**config.mk**
```make
export PLATFORM = sky130hd
export DESIGN_NAME = dout_image
export DESIGN_NICKNAME = d
export VERILOG_FILES = /design/src/rtl/dout_image_pkg.sv /design/src/rtl/chan_diag.sv /design/src/rtl/dout_image.sv /design/src/rtl/sense_sync.sv
export VERILOG_INCLUDE_DIRS = /design/src /design/src/rtl
export SDC_FILE = /design/constraint.sdc
export NUM_CORES = 1
export LEC_CHECK = 0
export ABC_AREA = 1
export ABC_CLOCK_PERIOD_IN_PS = 1420
export BUFFER_PORTS_ARGS = -buffer_cell sky130_fd_sc_hd__buf_4
export CELL_PAD_IN_SITES_DETAIL_PLACEMENT = 0
export CELL_PAD_IN_SITES_GLOBAL_PLACEMENT = 1
export CORE_MARGIN = 2
export CORE_UTILIZATION = 35
export CTS_BUF_LIST = sky130_fd_sc_hd__clkbuf_16
export DETAILED_ROUTE_END_ITERATION = 6
export HOLD_SLACK_MARGIN = 0.06
export PLACE_DENSITY = 0.73
export SLEW_MARGIN = 10
export SYNTH_ARGS = -nofsm -noshare
export SYNTH_HDL_FRONTEND = slang
export SYNTH_SLANG_ARGS = --single-unit
```
**constraint.sdc**
```tcl
create_clock -name hclk -period 1.42 [get_ports hclk]
set_input_delay 0.213 -clock hclk [delete_from_list [all_inputs] [get_ports hclk]]
set_output_delay 0.213 -clock hclk [all_outputs]
set_load 0.005 [all_outputs]
```
**src/rtl/dout_image_regs.svh**
```systemverilog
/*
  Register offsets, field codes and reset values of the digital output image block.
  Assumes the includer compares offsets against the low byte of the AHB address.
*/
`ifndef DOUT_IMAGE_REGS_SVH
`define DOUT_IMAGE_REGS_SVH

// register byte offsets
`define OFS_OUT_IMAGE   8'h00
`define OFS_IN_IMAGE    8'h04
`define OFS_VARIANT     8'h08
`define OFS_IRQ_STATUS  8'h0c
`define OFS_IRQ_MASK    8'h10

// module variant codes held in the variant register
`define VAR_PLAIN2      3'h0
`define VAR_DIAG2       3'h1
`define VAR_CODE2       3'h2
`define VAR_PLAIN4      3'h3
`define VAR_DIAG4       3'h4
`define VAR_PLAIN8      3'h5
`define VAR_DIAG8       3'h6

// channel masks per channel count
`define MASK_NONE       8'h00
`define MASK_2CH        8'h03
`define MASK_4CH        8'h0f
`define MASK_8CH        8'hff

// two-bit fault codes
`define CODE_NORMAL     2'h0
`define CODE_OPEN_HI    2'h1
`define CODE_SHORT_LO   2'h2

// reset values
`define RST_OUT_IMAGE   8'h00
`define RST_VARIANT     3'h6
`define RST_IRQ_MASK    8'h00
`define RST_IRQ_STATUS  8'h00
`define RST_WORD        32'h0000_0000

// channel count and ahb transfer type bit
`define CH_COUNT        8
`define HTRANS_BUSY_BIT 1

`endif

```
**src/rtl/dout_image_pkg.sv**
```systemverilog
/*
  Types shared by the digital output image block: sense inputs, bus phases, state records.
  Assumes the register header is included by the files that need numeric constants.
*/
package dout_image_pkg;

    // raw fault sense lines of one output channel
    typedef struct packed {
        logic overload;
        logic short_gnd;
        logic open_load;
        logic short_vcc;
    } chan_sense_t;

    typedef chan_sense_t [7:0] sense_bus_t;

    // ahb slave phase, one-hot
    typedef enum logic [3:0] {
        PH_IDLE  = 4'h1,
        PH_WRITE = 4'h2,
        PH_READ  = 4'h4,
        PH_RDONE = 4'h8
    } bus_phase_t;

    // whole state of the top module
    typedef struct packed {
        bus_phase_t  phase;
        logic [7:0]  addr;
        logic [7:0]  out_image;
        logic [2:0]  variant;
        logic [7:0]  irq_status;
        logic [7:0]  irq_mask;
        logic [7:0]  fault_prev;
        logic [7:0]  dout;
        logic [31:0] hrdata;
    } image_state_t;

    // two-stage synchroniser state
    typedef struct packed {
        sense_bus_t meta;
        sense_bus_t held;
    } sync_state_t;

endpackage

```
**src/rtl/chan_diag.sv**
```systemverilog
/*
  Fault decode of one output channel: single fault flag and two-bit fault code.
  Assumes synchronised sense lines; purely combinational.
*/
`timescale 1ns/100ps
`default_nettype none
`include "dout_image_regs.svh"

module chan_diag (
    input  wire dout_image_pkg::chan_sense_t sense,
    output logic                           flag,
    output logic [1:0]                     code
);

    // any fault raises the flag; ground short or overload wins the code
    always_comb begin
        flag = sense.overload | sense.short_gnd | sense.open_load | sense.short_vcc;
        if (sense.overload || sense.short_gnd) begin
            code = `CODE_SHORT_LO;
        end else if (sense.open_load || sense.short_vcc) begin
            code = `CODE_OPEN_HI;
        end else begin
            code = `CODE_NORMAL;
        end
    end

endmodule

`default_nettype wire

```
**src/rtl/dout_image.sv**
```systemverilog
/*
  Digital output process image with diagnostics, reached over AHB-Lite.
  Holds the output image, variant select, input image, and fault interrupt logic.
  Assumes one AHB-Lite master, word transfers, and asynchronous channel sense pins.
*/
// How it works
// - each output pin follows exactly one output image bit
// - eight channel variants use all eight bits, bit n drives channel n plus one
// - diagnostic variants give every driven channel its own fault flag
// - overload, short circuit or broken wire sets the channel fault flag
// - faults appear only in the input image, control only in the output image
// - single fault flag reads 0 healthy, 1 faulty
// - four channel diagnostic variant: input bits 0 to 3 flag channels 1 to 4
// - two-bit variant gives each channel a two-bit fault code
// - two-bit variant: input bits 1:0 channel 1, bits 3:2 channel 2
// - codes: 00 normal, 01 no load or short high, 10 ground short or overload
`timescale 1ns/100ps
`default_nettype none
`include "dout_image_regs.svh"

module dout_image (
    input  wire logic                     hclk,
    input  wire logic                     hresetn,
    input  wire logic                     hsel,
    input  wire logic [31:0]              haddr,
    input  wire logic [1:0]               htrans,
    input  wire logic                     hwrite,
    input  wire logic [2:0]               hsize,
    input  wire logic [31:0]              hwdata,
    input  wire logic                     hready,
    output logic                          hreadyout,
    output logic                          hresp,
    output logic [31:0]                   hrdata,
    input  wire dout_image_pkg::sense_bus_t chan_sense,
    output logic [7:0]                    dout,
    output logic                          irq
);

    dout_image_pkg::image_state_t s;
    dout_image_pkg::image_state_t next_s;
    dout_image_pkg::sense_bus_t   sense_q;

    logic [7:0]  flag;
    logic [1:0]  code [0:7];
    logic [7:0]  chan_mask;
    logic        diag_var;
    logic [7:0]  flags_act;
    logic [7:0]  in_image;
    logic [7:0]  rise;
    logic [7:0]  w1c;
    logic        accept;
    logic [31:0] rd_val;

    // sense pins pass two flip-flops before decode
    sense_sync u_sync (
        .hclk    (hclk),
        .hresetn (hresetn),
        .pins    (chan_sense),
        .synced  (sense_q)
    );

    // one fault decoder per channel
    genvar gi;
    generate
        for (gi = 0; gi < `CH_COUNT; gi = gi + 1) begin : g_diag
            chan_diag u_diag (
                .sense (sense_q[gi]),
                .flag  (flag[gi]),
                .code  (code[gi])
            );
        end
    endgenerate

    // channel count and diagnostic kind of the selected variant
    always_comb begin
        chan_mask = `MASK_NONE;
        diag_var  = 1'b0;
        case (s.variant)
            `VAR_PLAIN2: begin
                chan_mask = `MASK_2CH;
            end
            `VAR_DIAG2: begin
                chan_mask = `MASK_2CH;
                diag_var  = 1'b1;
            end
            `VAR_CODE2: begin
                chan_mask = `MASK_2CH;
            end
            `VAR_PLAIN4: begin
                chan_mask = `MASK_4CH;
            end
            `VAR_DIAG4: begin
                chan_mask = `MASK_4CH;
                diag_var  = 1'b1;
            end
            `VAR_PLAIN8: begin
                chan_mask = `MASK_8CH;
            end
            `VAR_DIAG8: begin
                chan_mask = `MASK_8CH;
                diag_var  = 1'b1;
            end
            default: begin
                chan_mask = `MASK_NONE;
            end
        endcase
    end

    // fault flags of driven channels; the two-bit variant also raises events
    always_comb begin
        if (diag_var || s.variant == `VAR_CODE2) begin
            flags_act = flag & chan_mask;
        end else begin
            flags_act = `MASK_NONE;
        end
    end

    // input image: flags, codes, or nothing; never carries control bits
    always_comb begin
        if (diag_var) begin
            in_image = flags_act;
        end else if (s.variant == `VAR_CODE2) begin
            in_image = {4'h0, code[1], code[0]};
        end else begin
            in_image = `MASK_NONE;
        end
    end

    // read mux; unused bits and unmapped offsets read zero
    always_comb begin
        case (s.addr)
            `OFS_OUT_IMAGE: begin
                rd_val = {24'h0, s.out_image & chan_mask};
            end
            `OFS_IN_IMAGE: begin
                rd_val = {24'h0, in_image};
            end
            `OFS_VARIANT: begin
                rd_val = {29'h0, s.variant};
            end
            `OFS_IRQ_STATUS: begin
                rd_val = {24'h0, s.irq_status};
            end
            `OFS_IRQ_MASK: begin
                rd_val = {24'h0, s.irq_mask};
            end
            default: begin
                rd_val = `RST_WORD;
            end
        endcase
    end

    // new transfer seen in an address phase
    assign accept = hsel & hready & htrans[`HTRANS_BUSY_BIT];
    assign rise   = flags_act & ~s.fault_prev;

    // next state: bus phases, register writes, events
    always_comb begin
        next_s = s;
        w1c    = `MASK_NONE;

        // data phase work
        case (s.phase)
            dout_image_pkg::PH_WRITE: begin
                case (s.addr)
                    `OFS_OUT_IMAGE: begin
                        next_s.out_image = hwdata[7:0] & chan_mask;
                    end
                    `OFS_VARIANT: begin
                        if (hwdata[2:0] <= `VAR_DIAG8) begin
                            next_s.variant = hwdata[2:0];
                        end
                    end
                    `OFS_IRQ_STATUS: begin
                        w1c = hwdata[7:0];
                    end
                    `OFS_IRQ_MASK: begin
                        next_s.irq_mask = hwdata[7:0];
                    end
                    default: begin
                        w1c = `MASK_NONE;
                    end
                endcase
            end
            dout_image_pkg::PH_READ: begin
                next_s.hrdata = rd_val;
            end
            default: begin
                next_s.hrdata = s.hrdata;
            end
        endcase

        // phase sequencing; a read waits one cycle for its data
        if (s.phase == dout_image_pkg::PH_READ) begin
            next_s.phase = dout_image_pkg::PH_RDONE;
        end else if (accept) begin
            next_s.addr  = haddr[7:0];
            next_s.phase = hwrite ? dout_image_pkg::PH_WRITE : dout_image_pkg::PH_READ;
        end else begin
            next_s.phase = dout_image_pkg::PH_IDLE;
        end

        // sticky fault events; a new event beats a same-cycle clear
        next_s.fault_prev = flags_act;
        next_s.irq_status = (s.irq_status & ~w1c) | rise;

        // each pin from its own image bit only
        next_s.dout = s.out_image & chan_mask;
    end

    always_ff @(posedge hclk or negedge hresetn) begin
        if (!hresetn) begin
            s.phase      <= dout_image_pkg::PH_IDLE;
            s.addr       <= `OFS_OUT_IMAGE;
            s.out_image  <= `RST_OUT_IMAGE;
            s.variant    <= `RST_VARIANT;
            s.irq_status <= `RST_IRQ_STATUS;
            s.irq_mask   <= `RST_IRQ_MASK;
            s.fault_prev <= `MASK_NONE;
            s.dout       <= `RST_OUT_IMAGE;
            s.hrdata     <= `RST_WORD;
        end else begin
            s <= next_s;
        end
    end

    // outputs
    assign hreadyout = (s.phase != dout_image_pkg::PH_READ);
    assign hresp     = 1'b0;
    assign hrdata    = s.hrdata;
    assign dout      = s.dout;
    assign irq       = |(s.irq_status & s.irq_mask);

endmodule

`default_nettype wire

```
**src/rtl/sense_sync.sv**
```systemverilog
/*
  Two flip-flop synchroniser for all channel sense pins.
  Assumes the pins are asynchronous to hclk; only the second stage is read outside.
*/
`timescale 1ns/100ps
`default_nettype none

module sense_sync (
    input  wire logic                     hclk,
    input  wire logic                     hresetn,
    input  wire dout_image_pkg::sense_bus_t pins,
    output var  dout_image_pkg::sense_bus_t synced
);

    dout_image_pkg::sync_state_t s;
    dout_image_pkg::sync_state_t next_s;

    // shift pins through two stages
    always_comb begin
        next_s      = s;
        next_s.meta = pins;
        next_s.held = s.meta;
    end

    always_ff @(posedge hclk or negedge hresetn) begin
        if (!hresetn) begin
            s <= '0;
        end else begin
            s <= next_s;
        end
    end

    assign synced = s.held;

endmodule

`default_nettype wire
```
# Word level (Yosys, flattened, before mapping)
# Cells that the tools add are included.
totals:
  in_bits: 106
  wordCells: 154
  regBits: 151
op_classes:
  n_bitwise: 36
  n_eq_ne: 13
  order_cmp: 1
  reduce_logical: 16
  n_mux: 15
op_table:
  columns: ["cell", "count"]
  rows:
  - ["bitwise AND 8 bit", 6]
  - ["case mux 8 bit (5 select lines)", 1]
  - ["two-way mux 8 bit", 4]
  - ["bitwise OR 1 bit", 24]
  - ["case mux 8 bit (3 select lines)", 1]
  - ["equality test 8 x 4 -> 1 bit, second input constant", 2]
  - ["inverter 8 bit", 2]
  - ["equality test 3 bit, second input constant", 3]
  - ["equality test 8 x 3 -> 1 bit, second input constant", 1]
  - ["equality test 8 x 5 -> 1 bit, second input constant", 1]
  - ["zero test 8 bit", 1]
  - ["two-way mux 4 bit", 2]
  - ["bitwise OR 8 bit", 1]
  - ["OR reduction 8 bit", 1]
  - ["equality test 3 x 2 -> 1 bit, second input constant", 2]
  - ["two-way mux 3 bit", 2]
  - ["AND reduction 2 bit", 3]
  - ["OR reduction 3 bit", 2]
  - ["logical OR 1 bit", 5]
  - ["equality test 4 x 2 -> 1 bit, second input constant", 1]
  - ["equality test 4 x 3 -> 1 bit, second input constant", 1]
  - ["two-way mux 2 bit", 2]
  - ["!= test 4 x 3 -> 1 bit, second input constant", 1]
  - ["OR reduction 2 bit", 2]
  - ["7 further kinds", 10]

# Depth between registers and ports, before layout
logic_depth:
  depth_word: 7
  ltp_mapped: 11
  mapped_depth_nobuf: 10

# Modules after synthesis
# From an unflattened synthesis, not the netlist that was laid out.
unflattened:
  hier_cells: 516
  hier_area_um2: 5176.2
by_module_without_submodules:
  columns: ["module", "cells_each", "n_inst", "area_per_inst_um2"]
  rows:
  - ["dout_image", 396, 1, 3304.4]
  - ["sense_sync", 64, 1, 1601.5]
  - ["chan_diag", 7, 8, 33.8]

# Worst setup path before layout
# Ideal clock, no wire load.
synth_path:
  kind: "register to register"
  startpoint: "register s[83] (netlist name)"
  endpoint: "register s[53] (netlist name)"
  setup_slack_ns: 0.050
  t_required_ns: 1.295
  path_buffers: 1
  arrival_ns: 1.245
  setup_ns: 0.125
  path_stages_with_launch: 7
  cell_sequence: "dfstp_2 inv_1 nand3_2 clkinv_4 nand3_4 buf_6 mux2_4"
synth_between:
  elab_chain_cells: 2
synth_rtl:
  columns: ["element", "line_no", "source"]
  rows:
  - ["start, declared", "dout_image.sv:39", "dout_image_pkg::image_state_t s;"]
  - ["start signal, assigned", "dout_image.sv:223", "s <= next_s;"]
  - ["equality test 4 x 2 -> 1 bit", "dout_image.sv:163", "case (s.phase)"]
  - ["AND reduction 2 bit (no source line)", null, null]
# Every way passes these cells.
# A chain may end at the register's enable or synchronous reset.

# Worst setup path in the final report
layout_path:
  startpoint: "register s[61] (netlist name)"
  endpoint: "output port irq"
layout_between:
  elab_chain_cells: 2
layout_rtl:
  columns: ["element", "line_no", "source"]
  rows:
  - ["bitwise AND 8 bit", "dout_image.sv:232", "assign irq = |(s.irq_status & s.irq_mask);"]
  - ["OR reduction 8 bit", "dout_image.sv:232", null]
  - ["end, declared", "dout_image.sv:36", "output logic irq"]
# Every way passes these cells.

==> flow_summary.toml <==
[outcome]
status = "finished with violations"
violations = "setup timing"

[timing]
period_needed_ns = 1.72
grt_setup_unrepaired = "true"
tns_ns = -0.815
fin_skew_ns = 0.00545
slew_violations = 0
hold_viol_final = 0
finalCritPeriodShare_pct = 121
fin_ws_ns = -0.299
setup_viol = 12
fmax_ghz = 0.582

[die]
design.die.area_um2 = 15000
num_rows = 43
start_util_pct = 35.6
coreArea_um2 = 13800
dieWidth_um = 122
fp.dieH_um = 122
io_pins = 149

[cts]
cts.clk_slew.worst_paths_ns = 0.06
clock_path_buffers = 2
clock_latency_ns = 0.41
root_buffer = "clkbuf_16"
cts_buffers = 17
clock-sinks = 127
cts_tree = "yes"
h-tree-depth = 4

[critical_path]
critical_path_class = "register to output pin"
cp-end-kind = "output pin"
worst-path-max-fanout = 3
critPathLaunchType = "register"
cp.required_ns = 1.21
r2r_cells = 6
critPathArrivalTime_ns = 1.51

[hold_path]
worstHoldPathType = "primary input to register"
hold-path-cell-count = 3

[run]
max_cap_viol_count = 0

[drt]
vias_per_cell = 4.39
drtPass1Iterations = 4
wirelength_mm = 10.6
drc = 0
wl_per_cell_um = 13.2
drtIter0Drc = 222
ant_nets = 0
vias = 3527

[yosys]
ys_ff_latch = 127
syn_area_um2 = 4900
seq_area_frac_synth_pct = 64.9
ys_types = 33
synth_cells = 458
yosysWarningCount = 0
synth.avg_cell_area_um2 = 10.7

[global_routing]
grt_pass1_vias = 3536
grt_pass1_wl_mm = 16.7
grt_overflow_total = 0
grt_usage_pct = 14.8
antenna_found_initial = 0
grt_max_degree = 45

[placed_design]
dpl_cell_area_um2 = 5650
globalplace.congestion = 0.823
hpwl_mm = 7.17
port_buffers = 71

[pwr]
vdd.ir_drop.worst_v = 0.000794
leakage_nw = 3.41
power_density_nw_per_um2 = 1200

[cells_and_area]
multiInputGateArea_um2 = 1570
nNetsFinal = 717
fillerInstances = 1197
design_area_um2 = 7120
area_growth_pct = 45.3
drive_gt1_share_pct = 39.3
n_antenna_cell = 0
seqCellArea_um2 = 3180
-- cell families (layout without fill, tap and decap cells) --
kind of cell / after synthesis / count (layout) / synth area share, %
multiplexers: 5 / 5 / 1.30
AO/OA/AOI/OAI: 45 / 45 / 5.23
flip-flops: 127 / 127 / 64.9
other: 1 / 25 / 0.0765
buffers and inverters: 93 / 235 / 10.7
AND/OR/NAND/NOR: 187 / 187 / 17.8
-- metal layers --
metal / share of wire (%) / vias up / track usage (%)
met5: 0 / - / 0
met1: 44 / 1692 / 19.3
li1: - / 1704 / -
met4: 1.6 / 0 / 6.25
met3: 5.3 / 15 / 3.58
met2: 49 / 116 / 23.9
-- flip-flops by register name, summed over array words and instances, names as in the netlist --
| register | count |
|---|---|
| u_sync.next_s | 32 |
| u_sync.synced | 32 |
| dout | 8 |
| s | 47 |
| hrdata | 8 |
-- area by class of cell --
cell class,instances,area share (%)
clock inverter,15,2.25
tap,180,3.16
inverter,46,2.76
timing repair buffer,157,19.1
clock buffer,17,5.97
multi-input combinational,262,22.0
sequential,127,44.7
-- what timing repair did --
action | CTS | global route
setup buffers | 5 | 11
gates resized for setup | 23 | 91
endpoints found under the setup margin | 11 | 35
pin swaps | 12 | 45
hold buffers | 41 | 0
hold endpoints to repair | 66 | 0
-- cells in the mapped netlist --
| master | number | area, um^2 |
|---|---|---|
| o31ai_1 | 4 | 30.0 |
| or2_2 | 1 | 6.26 |
| mux2_4 | 2 | 30.0 |
| buf_2 | 4 | 20.0 |
| mux2_2 | 3 | 33.8 |
| a221oi_1 | 2 | 17.5 |
| clkinv_2 | 1 | 5.00 |
| a22o_1 | 1 | 8.76 |
| dfrtp_1 | 124 | 3100 |
| nand3_1 | 35 | 175 |
| o22ai_1 | 5 | 31.3 |
| nor2_2 | 5 | 31.3 |
| nand3_2 | 3 | 30.0 |
| buf_4 | 42 | 315 |
| conb_1 | 1 | 3.75 |
| nand3_4 | 1 | 17.5 |
| buf_6 | 1 | 11.3 |
| nand2_1 | 86 | 323 |
| nor2_1 | 37 | 139 |
| nor3_2 | 1 | 10.0 |
| inv_2 | 3 | 11.3 |
| nor3_1 | 2 | 10.0 |
| clkinv_4 | 1 | 8.76 |
| a21oi_1 | 11 | 55.1 |
| and3_1 | 1 | 6.26 |
| nor2_4 | 3 | 33.8 |
| inv_1 | 41 | 154 |
| nand2_2 | 4 | 25.0 |
| nand4_1 | 7 | 43.8 |
| nor2_8 | 1 | 20.0 |
| o21ai_2 | 1 | 8.76 |
| dfstp_2 | 3 | 78.8 |
| o21ai_0 | 21 | 105 |
-- critical path: stages, from the launching register on --
cell and delay, ns:
dfrtp_1 0.40, a22o_1 0.24, a221oi_2 0.17, nand2_1 0.13, buf_4 0.16
-- worst paths after layout --
| check | startpoint | endpoint | slack (ns) |
|---|---|---|---|
| setup / recovery | s[61]$_DFF_PN0_ | irq | -0.30 |
| hold / removal | haddr[0] | s[75]$_DFFE_PN0P_ | 0.06 |
| setup reg to reg | s[65]$_DFFE_PN1P_ | hrdata[4]$_DFFE_PN0P_ | -0.10 |
| hold reg to reg | u_sync.next_s[6]$_DFF_PN0_ | u_sync.synced[6]$_DFF_PN0_ | 0.34 |
| max in group asynchronous | hresetn | u_sync.next_s[6]$_DFF_PN0_ | 0.52 |
| min in group asynchronous | hresetn | dout[1]$_DFF_PN0_ | 0.29 |
-- power by group --
part | total [mW] | internal [mW] | switching, mW
clock network | 4.22 | 2.60 | 1.62
registers | 3.82 | 3.76 | 0.0632
logic | 0.524 | 0.262 | 0.262
-- layout by cell type (no fill, tap or decap), types with 3 or more instances in the layout --
cell           synthesis  routed
inv_2                  3      11
o21ai_0               21      10
nand2_2                4      23
inv_6                  0       5
inv_4                  0       6
nand3_1               35      23
clkinv_4               1       3
dfrtp_1              124     123
dfstp_2                3       3
nor2_2                 5       7
mux2_2                 3       3
buf_4                 42     100
nor2_1                37      33
nand2_4                0       4
nor2_4                 3       5
nand3_2                3      11
nand4_1                7       7
nand3_4                1       5
clkbuf_16              0      17
a21oi_4                0       4
o22ai_1                5       3
inv_1                 41      28
dlygate4sd3_1          0      41
clkinvlp_4             0       5
buf_6                  1      13
o21ai_1                0      10
a21oi_1               11       7
nand2_1               86      63
conb_1                 1      25
-- per-stage QoR --
| stage | hold slack [ns] | setup WS (ns) | std cells | power (mW) | util, % |
|---|---|---|---|---|---|
| after global routing | 0.0725 | -0.351 | 804 | 8.92 | 51.7 |
| after global placement | 0.182 | -0.0312 | 716 | 4.26 | 41.1 |
| final | 0.0618 | -0.299 | 804 | 8.57 | 51.7 |
| after CTS | 0.0605 | -0.312 | 793 | 8.62 | 49.1 |
| after floorplan | -0.0826 | 0.0503 | 482 | 4.06 | - |
| after detailed placement | 0.192 | -0.0677 | 716 | 4.28 | 41.1 |
No activity file was read; power rests on OpenSTA's default activity.
